==> config.mk <==
export PLATFORM = sky130hd
export DESIGN_NAME = sdt_timing_gen
export DESIGN_NICKNAME = d
export VERILOG_FILES = /design/src/sdt_pkg.sv /design/src/sdt_skid_buf.sv /design/src/sdt_timing_gen.sv
export SDC_FILE = /design/constraint.sdc
export NUM_CORES = 2
export LEC_CHECK = 0
export BUFFER_PORTS_ARGS = -buffer_cell sky130_fd_sc_hd__clkbuf_2
export CAP_MARGIN = 10
export CORE_MARGIN = 2
export CORE_UTILIZATION = 50
export DETAILED_ROUTE_END_ITERATION = 8
export GPL_TIMING_DRIVEN = 0
export PLACE_DENSITY = 0.69
export REMOVE_ABC_BUFFERS = 1
export SETUP_SLACK_MARGIN = 0.2
export SYNTH_ARGS = -nofsm -noshare
export SYNTH_HDL_FRONTEND = slang
export SYNTH_SLANG_ARGS = --single-unit
==> constraint.sdc <==
create_clock -name clk_sys -period 5.2 [get_ports clk_sys]
set_clock_uncertainty 0.15 [all_clocks]
set_input_delay 0.26 -clock clk_sys [delete_from_list [all_inputs] [get_ports clk_sys]]
set_output_delay 0.26 -clock clk_sys [all_outputs]
set_load 0.03 [all_outputs]
==> src/sdt_pkg.sv <==
// ****************************************************************
// Shared constants and types of the display timing generator.
// ****************************************************************
package sdt_pkg;

   // Width of the horizontal and vertical counter fields.
   localparam int CW = 12;
   // Width of the vertical line counter, wide enough for three fields.
   localparam int LW = CW + 2;
   // Width of an edge offset, counted in half base-clock steps.
   localparam int OFF_W = 8;
   // Depth of the edge history, one more than the largest whole step.
   localparam int HIST_D = (1 << (OFF_W - 1)) + 1;
   // Number of offset-shifted control outputs.
   localparam int NSIG = 3;
   localparam int SIG_HS = 0;
   localparam int SIG_VS = 1;
   localparam int SIG_DV = 2;
   // Fraction bits of the pixel clock divider, one sixteenth each.
   localparam int FRAC_W = 4;
   localparam logic [FRAC_W-1:0] FRAC_ZERO = 4'h0;

   // Register byte addresses.
   localparam logic [7:0] A_CTRL = 8'h00;
   localparam logic [7:0] A_PDIV = 8'h04;
   localparam logic [7:0] A_RATIO = 8'h08;
   localparam logic [7:0] A_HLINE = 8'h0c;
   localparam logic [7:0] A_HACT = 8'h10;
   localparam logic [7:0] A_VSYNC = 8'h14;
   localparam logic [7:0] A_VBLANK = 8'h18;
   localparam logic [7:0] A_VACT = 8'h1c;
   localparam logic [7:0] A_OFFS = 8'h20;
   localparam logic [7:0] A_STAT = 8'h24;

   // Reset values: divider of 2.0 base clocks and a ratio of one.
   localparam logic [15:0] PDIV_RST = 16'h0020;
   localparam logic [7:0] RATIO_RST = 8'h01;

   // Control register layout.
   typedef struct packed {
      logic [26:0] rsv;
      logic dv_low;
      logic vs_low;
      logic hs_low;
      logic pclk_inv;
      logic enable;
   } sdt_ctrl_t;

   // Two counter fields in one word.
   typedef struct packed {
      logic [3:0] rsv_hi;
      logic [CW-1:0] hi;
      logic [3:0] rsv_lo;
      logic [CW-1:0] lo;
   } sdt_pair_t;

   // Edge offsets in half base-clock steps.
   typedef struct packed {
      logic [7:0] rsv;
      logic [OFF_W-1:0] dv;
      logic [OFF_W-1:0] vs;
      logic [OFF_W-1:0] hs;
   } sdt_offs_t;

   // Status word.
   typedef struct packed {
      logic [13:0] rsv_hi;
      logic in_frame;
      logic underrun;
      logic [1:0] rsv_lo;
      logic [LW-1:0] line;
   } sdt_stat_t;

   // One pixel, 24-bit colour.
   typedef struct packed {
      logic [7:0] red;
      logic [7:0] green;
      logic [7:0] blue;
   } sdt_pixel_t;

   // Panel pins, each as {first half, second half} of a base clock.
   typedef struct packed {
      logic [1:0] pixel_clock_out;
      logic [1:0] line_sync_pin;
      logic [1:0] frame_sync_pin;
      logic [1:0] tearing_control_pin;
      logic [1:0] data_valid_strobe;
   } sdt_pins_t;

endpackage : sdt_pkg

==> src/sdt_skid_buf.sv <==
`timescale 1ns/1ps
`default_nettype none
// ****************************************************************
// Two-entry buffer with valid and ready on both sides.
// ****************************************************************
module sdt_skid_buf #(
   parameter int W = 24
) (
   // Clock and reset.
   input wire logic clk_sys,
   input wire logic rst_n,
   // Filling side.
   input wire logic in_valid,
   output logic in_ready,
   input wire logic [W-1:0] in_data,
   // Draining side.
   output logic out_valid,
   input wire logic out_ready,
   output logic [W-1:0] out_data
);

   logic [W-1:0] mem [2];
   logic wr_ptr;
   logic rd_ptr;
   logic [1:0] count;
   logic push;
   logic pop;

   // Full and empty follow the entry count directly.
   assign in_ready = (count != 2'h2);
   assign out_valid = (count != 2'h0);
   assign out_data = mem[rd_ptr];
   assign push = in_valid && in_ready;
   assign pop = out_valid && out_ready;

   // Pointers and count move with each accepted word.
   always_ff @(posedge clk_sys)
   begin
      if (!rst_n)
      begin
         wr_ptr <= 1'b0;
         rd_ptr <= 1'b0;
         count <= 2'h0;
      end
      else
      begin
         wr_ptr <= wr_ptr ^ push;
         rd_ptr <= rd_ptr ^ pop;
         count <= count + {1'b0, push} - {1'b0, pop};
      end
   end

   // Storage takes the word on an accepted push.
   always_ff @(posedge clk_sys)
   begin
      if (push)
      begin
         mem[wr_ptr] <= in_data;
      end
   end

endmodule : sdt_skid_buf
`default_nettype wire

==> src/sdt_timing_gen.sv <==
// Strobed register access and the address map are this design's own decisions.
`timescale 1ns/1ps
`default_nettype none
// ****************************************************************
// Synchronous display timing generator.
// ****************************************************************
// Summary of operation
// - Frame sync edges follow their counter start point by a half-step offset.
// - Line sync edges follow their counter start point by a half-step offset.
// - The data valid strobe follows the data's start point by a half-step offset.
// - The pixel clock period is a divider count in sixteenths of a base clock.
// - The average period is the base period times divider over the ratio divisor.
// - Frame sync width and position and blanking before and after are software set.
// - Pixel clock can be inverted and line sync, frame sync and the data valid strobe can be active low.
// - Pixel clock, line and frame sync and one tearing pin have their own pins.
// - Line, frame and strobe edges land to half a base clock, tearing and data bus edges to a whole one.
// - Each counter fixes offset, period and rise and fall of its output.
// - Line sync pulses are spaced exactly one line length apart.
module sdt_timing_gen (
   // Clock and reset.
   input wire logic clk_sys,
   input wire logic rst_n,
   // Register port.
   input wire logic [7:0] reg_addr,
   input wire logic [31:0] reg_wdata,
   input wire logic reg_we,
   input wire logic reg_re,
   output logic [31:0] reg_rdata,
   // Pixel stream in.
   input wire logic pix_valid,
   output logic pix_ready,
   input wire sdt_pkg::sdt_pixel_t pix_data,
   // Panel side.
   output sdt_pkg::sdt_pins_t panel_pins,
   output logic [23:0] panel_data
);

   // ****************************************************************
   // Registers
   // ****************************************************************
   sdt_pkg::sdt_ctrl_t ctrl;
   logic [15:0] pixel_clock_divider;
   logic [7:0] clock_ratio_divisor;
   sdt_pkg::sdt_pair_t hline;
   sdt_pkg::sdt_pair_t hact;
   sdt_pkg::sdt_pair_t vsync;
   sdt_pkg::sdt_pair_t vblank;
   sdt_pkg::sdt_pair_t vact;
   sdt_pkg::sdt_offs_t offs;
   logic underrun;
   sdt_pkg::sdt_stat_t stat;
   logic [31:0] rd_mux;

   // Address decode of writes.
   wire wr_ctrl = reg_we && (reg_addr == sdt_pkg::A_CTRL);
   wire wr_pdiv = reg_we && (reg_addr == sdt_pkg::A_PDIV);
   wire wr_ratio = reg_we && (reg_addr == sdt_pkg::A_RATIO);
   wire wr_hline = reg_we && (reg_addr == sdt_pkg::A_HLINE);
   wire wr_hact = reg_we && (reg_addr == sdt_pkg::A_HACT);
   wire wr_vsync = reg_we && (reg_addr == sdt_pkg::A_VSYNC);
   wire wr_vblank = reg_we && (reg_addr == sdt_pkg::A_VBLANK);
   wire wr_vact = reg_we && (reg_addr == sdt_pkg::A_VACT);
   wire wr_offs = reg_we && (reg_addr == sdt_pkg::A_OFFS);
   wire wr_stat = reg_we && (reg_addr == sdt_pkg::A_STAT);
   wire sdt_pkg::sdt_stat_t wstat = reg_wdata;
   wire clr_underrun = wr_stat && wstat.underrun;

   // Software-set timing parameters; reserved bits stay zero.
   always_ff @(posedge clk_sys)
   begin
      if (!rst_n)
      begin
         ctrl <= '0;
         pixel_clock_divider <= sdt_pkg::PDIV_RST;
         clock_ratio_divisor <= sdt_pkg::RATIO_RST;
         hline <= '0;
         hact <= '0;
         vsync <= '0;
         vblank <= '0;
         vact <= '0;
         offs <= '0;
      end
      else
      begin
         if (wr_ctrl) ctrl <= '{rsv: '0, dv_low: reg_wdata[4],
            vs_low: reg_wdata[3], hs_low: reg_wdata[2],
            pclk_inv: reg_wdata[1], enable: reg_wdata[0]};
         if (wr_pdiv) pixel_clock_divider <= reg_wdata[15:0];
         if (wr_ratio) clock_ratio_divisor <= reg_wdata[7:0];
         if (wr_hline) hline <= reg_wdata & 32'h0fff0fff;
         if (wr_hact) hact <= reg_wdata & 32'h0fff0fff;
         if (wr_vsync) vsync <= reg_wdata & 32'h0fff0fff;
         if (wr_vblank) vblank <= reg_wdata & 32'h0fff0fff;
         if (wr_vact) vact <= reg_wdata & 32'h0fff0fff;
         if (wr_offs) offs <= reg_wdata & 32'h00ffffff;
      end
   end

   // Read selection; unmapped addresses read as zero.
   always_comb
   begin
      case (reg_addr)
         sdt_pkg::A_CTRL: rd_mux = ctrl;
         sdt_pkg::A_PDIV: rd_mux = {16'h0000, pixel_clock_divider};
         sdt_pkg::A_RATIO: rd_mux = {24'h000000, clock_ratio_divisor};
         sdt_pkg::A_HLINE: rd_mux = hline;
         sdt_pkg::A_HACT: rd_mux = hact;
         sdt_pkg::A_VSYNC: rd_mux = vsync;
         sdt_pkg::A_VBLANK: rd_mux = vblank;
         sdt_pkg::A_VACT: rd_mux = vact;
         sdt_pkg::A_OFFS: rd_mux = offs;
         sdt_pkg::A_STAT: rd_mux = stat;
         default: rd_mux = 32'h00000000;
      endcase
   end

   // Read data stands only in the cycle after the read strobe.
   always_ff @(posedge clk_sys)
   begin
      if (!rst_n)
      begin
         reg_rdata <= 32'h00000000;
      end
      else
      begin
         reg_rdata <= reg_re ? rd_mux : 32'h00000000;
      end
   end

   // ****************************************************************
   // Fractional pixel clock divider
   // ****************************************************************
   logic [16:0] acc;
   logic pclk_level;
   wire [16:0] div_w = {1'b0, pixel_clock_divider};
   wire [16:0] step = {5'h00, clock_ratio_divisor, sdt_pkg::FRAC_ZERO};
   wire [16:0] sum = acc + step;
   wire run = ctrl.enable && (pixel_clock_divider != 16'h0000);
   // One pixel per wrap of the accumulator in sixteenths.
   wire pix_tick = run && (sum >= div_w);
   wire [16:0] next_acc = pix_tick ? sum - div_w : sum;

   // The accumulator gains ratio*16 each base clock and wraps at the
   // divider, so a pixel lasts divider/16/ratio base clocks on average.
   always_ff @(posedge clk_sys)
   begin
      if (!rst_n || !run)
      begin
         acc <= '0;
         pclk_level <= 1'b0;
      end
      else
      begin
         acc <= next_acc;
         pclk_level <= (next_acc < (div_w >> 1));
      end
   end

   // ****************************************************************
   // Line and frame counters
   // ****************************************************************
   logic [sdt_pkg::CW-1:0] hcount;
   logic [sdt_pkg::LW-1:0] line;
   wire [sdt_pkg::CW:0] hcount_p1 = {1'b0, hcount} + 13'h0001;
   wire h_end = hcount_p1 >= {1'b0, hline.lo};
   wire [sdt_pkg::LW-1:0] vtotal = {2'b00, vblank.lo} +
      {2'b00, vact.lo} + {2'b00, vblank.hi};
   wire [sdt_pkg::LW-1:0] line_p1 = line + 14'h0001;
   wire v_end = line_p1 >= vtotal;
   // Horizontal windows from the line start point.
   wire [sdt_pkg::CW:0] ha_end = {1'b0, hact.lo} + {1'b0, hact.hi};
   wire h_active = (hcount >= hact.lo) && ({1'b0, hcount} < ha_end);
   wire hs_win = hcount < hline.hi;
   // Vertical windows from the frame start point.
   wire [sdt_pkg::LW-1:0] vs_beg = {2'b00, vsync.lo};
   wire [sdt_pkg::LW-1:0] vs_end = vs_beg + {2'b00, vsync.hi};
   wire vs_win = (line >= vs_beg) && (line < vs_end);
   wire [sdt_pkg::LW-1:0] va_beg = {2'b00, vblank.lo};
   wire [sdt_pkg::LW-1:0] va_end = va_beg + {2'b00, vact.lo};
   wire v_active = (line >= va_beg) && (line < va_end);
   wire te_win = line == {2'b00, vact.hi};
   wire act = h_active && v_active;

   // Counters advance on each pixel; the line length sets the period.
   always_ff @(posedge clk_sys)
   begin
      if (!rst_n || !ctrl.enable)
      begin
         hcount <= '0;
         line <= '0;
      end
      else if (pix_tick)
      begin
         hcount <= h_end ? '0 : hcount_p1[sdt_pkg::CW-1:0];
         if (h_end)
         begin
            line <= v_end ? '0 : line_p1;
         end
      end
   end

   // ****************************************************************
   // Pixel buffer and data bus
   // ****************************************************************
   sdt_pkg::sdt_pixel_t buf_data;
   sdt_pkg::sdt_pixel_t data_q;
   logic buf_valid;
   wire pop = pix_tick && act && buf_valid;
   wire starve = pix_tick && act && !buf_valid;

   // Stalls of the panel side hold words here and push back upstream.
   sdt_skid_buf #(
      .W(24)
   ) u_buf (
      .clk_sys(clk_sys),
      .rst_n(rst_n),
      .in_valid(pix_valid),
      .in_ready(pix_ready),
      .in_data(pix_data),
      .out_valid(buf_valid),
      .out_ready(pop),
      .out_data(buf_data)
   );

   // Start-point values are caught on the pixel tick.
   logic [sdt_pkg::NSIG-1:0] raw_q;
   logic te_q;
   always_ff @(posedge clk_sys)
   begin
      if (!rst_n || !ctrl.enable)
      begin
         raw_q <= '0;
         te_q <= 1'b0;
         data_q <= '0;
      end
      else if (pix_tick)
      begin
         raw_q[sdt_pkg::SIG_HS] <= hs_win;
         raw_q[sdt_pkg::SIG_VS] <= vs_win;
         raw_q[sdt_pkg::SIG_DV] <= act;
         te_q <= te_win;
         if (pop)
         begin
            data_q <= buf_data;
         end
      end
   end

   // The data bus moves on whole base clocks only.
   always_ff @(posedge clk_sys)
   begin
      if (!rst_n)
      begin
         panel_data <= 24'h000000;
      end
      else
      begin
         panel_data <= {data_q.red, data_q.green, data_q.blue};
      end
   end

   // A pixel slot that finds the buffer empty is latched for software.
   always_ff @(posedge clk_sys)
   begin
      if (!rst_n)
      begin
         underrun <= 1'b0;
      end
      else
      begin
         underrun <= starve || (underrun && !clr_underrun);
      end
   end

   assign stat = '{rsv_hi: '0, in_frame: v_active, underrun: underrun,
      rsv_lo: '0, line: line};

   // ****************************************************************
   // Half-step edge placement
   // ****************************************************************
   logic [sdt_pkg::HIST_D-2:0] hist [sdt_pkg::NSIG];
   logic [sdt_pkg::NSIG-1:0] first_half;
   logic [sdt_pkg::NSIG-1:0] second_half;
   wire [sdt_pkg::OFF_W-1:0] off_of [sdt_pkg::NSIG];
   wire [sdt_pkg::NSIG-1:0] low_of = {ctrl.dv_low, ctrl.vs_low,
      ctrl.hs_low};
   assign off_of[sdt_pkg::SIG_HS] = offs.hs;
   assign off_of[sdt_pkg::SIG_VS] = offs.vs;
   assign off_of[sdt_pkg::SIG_DV] = offs.dv;

   // An offset of 2m+1 half steps shows the older value in the first
   // half and the newer in the second, so edges land mid-clock.
   for (genvar i = 0; i < sdt_pkg::NSIG; i++)
   begin : g_edge
      wire [sdt_pkg::HIST_D-1:0] taps = {hist[i], raw_q[i]};
      wire [sdt_pkg::OFF_W-1:0] m = off_of[i] >> 1;
      wire [sdt_pkg::OFF_W-1:0] m1 = m + 8'h01;
      always_ff @(posedge clk_sys)
      begin
         if (!rst_n)
         begin
            hist[i] <= '0;
         end
         else
         begin
            hist[i] <= taps[sdt_pkg::HIST_D-2:0];
         end
      end
      assign second_half[i] = taps[m] ^ low_of[i];
      assign first_half[i] = (off_of[i][0] ? taps[m1] : taps[m]) ^
         low_of[i];
   end

   // Pins come straight from flip-flops.
   always_ff @(posedge clk_sys)
   begin
      if (!rst_n)
      begin
         panel_pins <= '0;
      end
      else
      begin
         panel_pins.pixel_clock_out <= {2{pclk_level ^ ctrl.pclk_inv}};
         panel_pins.line_sync_pin <= {first_half[sdt_pkg::SIG_HS],
            second_half[sdt_pkg::SIG_HS]};
         panel_pins.frame_sync_pin <= {first_half[sdt_pkg::SIG_VS],
            second_half[sdt_pkg::SIG_VS]};
         panel_pins.data_valid_strobe <= {first_half[sdt_pkg::SIG_DV],
            second_half[sdt_pkg::SIG_DV]};
         panel_pins.tearing_control_pin <= {2{te_q}};
      end
   end
endmodule : sdt_timing_gen
`default_nettype wire

== After elaboration in Yosys (flattened, before gate mapping) ==
Memories as Yosys holds them, arrays and structs flattened. A register that Yosys moved wholly into a read port is not among the register bits.
Index checks and enable logic that the tools add are counted.
Storage, ports and cells
  output and inout port bits: 67
  logic and storage cells: 155
  memories: 2
  RAM bits: 432
  register bits after elaboration: 290
Memories
  hist: words 3, width 128, rd ports 3, clocked after Yosys merged registers in 0, write ports 3, RTL line sdt_timing_gen.sv:281  | logic [sdt_pkg::HIST_D-2:0] hist [sdt_pkg::NSIG];
  u_buf.mem: words 2, width 24, rd ports 1, clocked after Yosys merged registers in 1, write ports 1, RTL line sdt_skid_buf.sv:22  | logic [W-1:0] mem [2];
Operators by class
  add/sub/neg operators: 13
  reduce and logical (&&, ||, !) cells: 37
  order comparisons: 17
  equality and inequality tests: 11
  muxes and demuxes: 26
  bitwise operators: 12
Operators with widths (number)
  two-way mux 128 bit: 3
  case mux 28 bit (10 select lines): 1
  adder 12 x 12 -> 13 bit: 3
  equality test 8 x 5 -> 1 bit, second input constant: 4
  >= comparator 14 x 12 -> 1 bit: 2
  < comparator 14 x 13 -> 1 bit: 2
  < comparator 7 x 9 -> 1 bit, second input constant: 3
  < comparator 8 x 9 -> 1 bit, second input constant: 3
  adder 7 x 1 -> 8 bit, second input constant: 3
  binary-select mux 1 bit (select 8 bit): 3
  logical AND 1 bit: 23
  binary-select mux 1 bit (select 7 bit): 3
  adder 17 x 12 -> 17 bit: 1
  >= comparator 17 x 16 -> 1 bit: 1
  < comparator 17 x 15 -> 1 bit: 1
  two-way mux 17 bit: 1
  subtractor 17 x 16 -> 17 bit: 1
  equality test 8 x 4 -> 1 bit, second input constant: 2
  equality test 8 x 6 -> 1 bit, second input constant: 2
  nonzero test 16 bit: 1
  adder 14 x 1 -> 14 bit, second input constant: 1
  adder 14 x 12 -> 14 bit: 1
  equality test 14 x 12 -> 1 bit: 1
  >= comparator 14 bit: 1
  19 further kinds: 49

== Logic depth before layout (Yosys ltp) ==
  word-level depth: 8
  mapped depth: 30
  mapped depth without buffers: 29

== Modules after synthesis ==
A second synthesis with hierarchy kept.
Unflattened totals
  cell total of the unflattened synthesis: 3597
  area, all modules: 37070.6 um2
By module, submodules not included
  sdt_timing_gen: area each 35067.4 um2, times used 1, cells an instance 3493
  sdt_skid_buf: area each 2003.2 um2, times used 1, cells an instance 104

== Worst setup path before layout ==
Ideal clock, no wire load.
  kind: register to register
  from: register clock_ratio_divisor[1]
  to: register pclk_level
  cell stages (with the launch flop): 30
  arrival: 5.517 ns
  slack: -0.528 ns
  buffers on the path: 1
  path through: dfxtp_1 ha_1 a21o_1 a21oi_1 o21bai_1 a31o_2 a21oi_1 nor2b_1 o21a_1 xor2_1 ha_1 or2_2 a21oi_1 a21oi_1 o41ai_1 a21o_1 buf_1 nand2_1 o21ai_0 ha_1 a21o_1 a21o_1 a21o_1 a21o_1 a21o_1 a21oi_1 nor2b_1 nor3_1 a211o_1 and4_1
Between the ends
  word-level cells in the longest chain between the ends: 5
RTL lines
  start: declaration: RTL line sdt_timing_gen.sv:43  | logic [7:0] clock_ratio_divisor;
  start signal: assignment: RTL line sdt_timing_gen.sv:75  | clock_ratio_divisor <= sdt_pkg::RATIO_RST;
  start signal: assignment: RTL line sdt_timing_gen.sv:89  | if (wr_ratio) clock_ratio_divisor <= reg_wdata[7:0];
  adder 17 x 12 -> 17 bit: RTL line sdt_timing_gen.sv:137  | wire [16:0] sum = acc + step;
  >= comparator 17 x 16 -> 1 bit: RTL line sdt_timing_gen.sv:140  | wire pix_tick = run && (sum >= div_w);
  logical AND 1 bit: RTL line sdt_timing_gen.sv:140
  two-way mux 17 bit: RTL line sdt_timing_gen.sv:141  | wire [16:0] next_acc = pix_tick ? sum - div_w : sum;
  named net next_acc[2]: RTL line sdt_timing_gen.sv:141
  < comparator 17 x 15 -> 1 bit: RTL line sdt_timing_gen.sv:155  | pclk_level <= (next_acc < (div_w >> 1));
  end signal: assignment: RTL line sdt_timing_gen.sv:155
  end: declaration: RTL line sdt_timing_gen.sv:134  | logic pclk_level;
The timed path passes the listed nets, and every way through them passes these cells.
A chain may end at the register's enable or synchronous reset.

== Worst setup path in the final report ==
  from: register clock_ratio_divisor[0]
  to: register pclk_level
Same word-level chain as after synthesis.

==> flow_summary.ini <==
[sta]
fin_crit_ps = 5370
finalSetupTns_ps = -166
period_share = 1.03
worst_slew_pin_slew_ps = 1350
rsz0062_at_grt = yes
finalHoldViolCount = 0
hold-worst-slack_ps = 73.5
finalMaxSlewViolations = 0
max_freq_mhz = 186
setup_viol = 1
relSlewSlack = 0.103
worst_slack_ps = -166

[power_and_ir_drop]
ir_drop_v = 0.000266
totalPowerFinal_mw = 11.8
p_leak_nw = 15.7
powerDensity_nw_per_um2 = 277

[route]
wl_um = 95600
dr_total_vias = 27200
antenna_left = 0
drc = 0
drt_iter0_markers = 2450
wire_per_inst_um = 20.4
via_per_inst = 5.82
first_pass_iters = 9

[critical_path]
critPathMaxFanout = 4
timing.rr.start = clock_ratio_divisor[0]$_SDFFE_PN1P_
end_kind = flop
crit_arrival_ps = 5790
required_ps = 5620
worstSetupPathType = reg2reg
crit_path_max_incr_delay_ps = 350
crit_path_frequent_cell = a21o_1
regToRegSetupSlack_ps = -170
reg2reg_to = pclk_level$_SDFF_PP0_
rr_worst_depth = 31
setup.worst_path.start_class = flop
cp_slowest_cell = dfxtp_4

[clocking]
cts_buffer_depth = 3
cts.clk_slew.worst_paths_ps = 60
clkLatencyLatePin_ps = 630
clock_sinks = 742
cts_root_buf = clkbuf_16
numCtsBuffers = 79
htree_levels = 3
cts_tree = yes

[grt]
antenna_found_initial = 7
grt_remaining_overflow = 0
grt_pass1_vias = 26200
grt_pass1_wl_um = 149000
grt_usage = 0.250
gr-max-usage-layer = met2
grt_util_met2 = 0.388
grt_use_met1 = 0.352
grt_max_degree = 160
use_met3 = 0.0405

[min_path]
hp-start = reg_addr[1]
hold_path_class = in2reg
hold_depth = 4
holdPathEnd = reg_rdata[10]$_SDFF_PN0_

[flow_run]
drv_cap = 0

[synthesis]
synthDistinctLibCells = 73
ys_seq_area_frac = 0.416
synthMuxAreaShare = 0.157
synth_adder_area_share = 0.0721
yosys_warnings = 0
ys_ff_latch = 742
synth_compound_area_frac = 0.118
synth-xor-area-share = 0.0293
yosysTopAreaCell = dfxtp_1
netlist_area_sq_um = 36900
synth_area_per_cell_sq_um = 10.4
yosys.area_share.simple = 0.167
synth_top_family_by_area = simple AND/OR/NAND/NOR gates
synth_top_area_share = 0.377
synth_edf_count = 48
synthCells = 3552
synth_flop_cell = dfxtp_1
ys_top_cells_by_area = dfxtp_1 38%, mux4_2 14%, and2_1 7.2%
synthArstFlopShare = 0

[die]
rows = 99
die_area_sq_um = 76000
die_w_um = 276
io_pins = 136
die_h_um = 276
core_sq_um = 73000
start_util = 0.506

[finish]
syn_to_final_growth_pct = 15.3
fillCellCount = 5999
regArea_sq_um = 15400
fin_nets = 3938
final_core_util = 0.583
multiInputGateArea_sq_um = 20600
layout-drive-gt1-share = 0.182

[run_status]
violations = setup timing
status = finished with violations

[place]
place_congestion = 0.878
portBuffers = 127
hpwl_um = 64600
through the flow:
step / setup WS [ps] / cell area [sq um] / cells
floorplan: -743 / 35900 / 3324
CTS: -163 / 42000 / 4661
finish: -166 / 42500 / 4683
global route: -356 / 42500 / 4683
detailed placement: -1710 / 38400 / 4440
global placement: -7830 / 37700 / 4410
worst max-delay path: cells and delay by family, from the launching register on:
| kind | cells | cell delay (ps) |
|---|---|---|
| AOI/OAI and AO/OA | 16 | 2790 |
| and+or+nand+nor | 9 | 950 |
| adders and majority gates | 3 | 640 |
| DFF | 1 | 350 |
| buffers and inverters | 2 | 210 |
| xor gates and xnor gates | 1 | 170 |
synthesized netlist by cell type (all sizes together) (11+ instances only):
cell    number
nand4       20
ha         203
o21ai       62
o211ai      11
clkbuf     168
o31ai       26
a21boi     178
edfxtp      48
buf         63
a211oi      13
nand2b      20
nor2        97
o21a        15
nand2      418
mux2i       63
mux4       226
a21o        38
xnor2       73
a221oi      15
a31oi       22
and2       428
and3        20
a21oi      101
a22o        14
inv        128
dfxtp      694
xor2        48
nand3       83
nor2b       38
o21bai      14
nor3        29
a22oi       72
layer usage:
layer	vias up	share of wire
li1	12900	-
met1	13300	0.44
met2	878	0.45
met3	200	0.070
met4	8	0.034
met5	-	0.00060
kinds of logic after synthesis:
kind of cell    after synthesis
compound gates              624
simple gates               1201
xor+xnor                    121
other cells                   1
flops                       742
mux                         295
buf+inv                     359
fa+ha+maj                   209
power by group:
group | total (mW) | internal, mW | switching [mW]
clock | 5.71 | 3.35 | 2.36
combinational | 0.276 | 0.103 | 0.172
sequential | 5.79 | 5.78 | 0.0120
total | 11.8 | 9.23 | 2.55
how the worst max path moves through the flow:
stage                                                   start                  endpoint  depth (start not counted)
after detailed placement  clock_ratio_divisor[1]$_SDFFE_PN0P_     pclk_level$_SDFF_PP0_                         27
after global placement                                  rst_n     raw_q[1]$_SDFFE_PP0N_                          4
final                     clock_ratio_divisor[0]$_SDFFE_PN1P_     pclk_level$_SDFF_PP0_                         31
after floorplan                   g_edge[1].m[0]$_SDFFE_PN0P_  panel_pins[5]$_SDFF_PN0_                          9
after global routing      clock_ratio_divisor[0]$_SDFFE_PN1P_     pclk_level$_SDFF_PP0_                         31
after CTS                                   acc[5]$_SDFF_PP0_     pclk_level$_SDFF_PP0_                         28
final cells by class:
cell class | count | area share
repair buffers | 254 | 0.0525
diodes | 2 | 0.000118
inverters | 128 | 0.0113
clock inverters | 32 | 0.00753
multi-input cells | 2455 | 0.485
flip-flops and latches | 742 | 0.361
clock buffers | 111 | 0.0541
well taps | 959 | 0.0282
sequential cells by signal (all words and copies together) (netlist names), 5 cells and up:
register / count
acc: 17
clock_ratio_divisor: 8
ctrl: 5
data_q: 24
g_edge.m: 21
hact: 24
hcount: 12
hist: 384
hline: 24
line: 14
panel_data: 24
panel_pins: 8
pixel_clock_divider: 16
reg_rdata: 28
u_buf.mem: 48
va_beg: 12
vact: 24
vblank: 12
vs_beg: 12
vsync: 12
repair_timing:
item,CTS,global route
buffers inserted,23,17
setup endpoints to repair,69,39
hold buffers,54,0
gates cloned,1,1
hold endpoints to repair,224,0
gates resized for setup,49,87
pin swaps,40,50
placed cells by master (no fill, tap or decap), types with 27 or more instances in the layout:
cell type        n
and2_1         428
xor2_1          44
a21boi_0       176
a21oi_1         74
clkbuf_2       126
dlygate4sd3_1   54
a22oi_1         64
nand3_1         82
ha_1           190
mux2i_1         63
edfxtp_1        48
mux4_2         226
inv_1          128
clkbuf_16       84
dfxtp_1        679
xnor2_1         68
o21ai_0         49
buf_4           35
a21o_1          37
nor3_1          27
nand2_1        411
nor2b_1         34
nor2_1          85
Note: power is estimated with default switching activity, not from simulation.
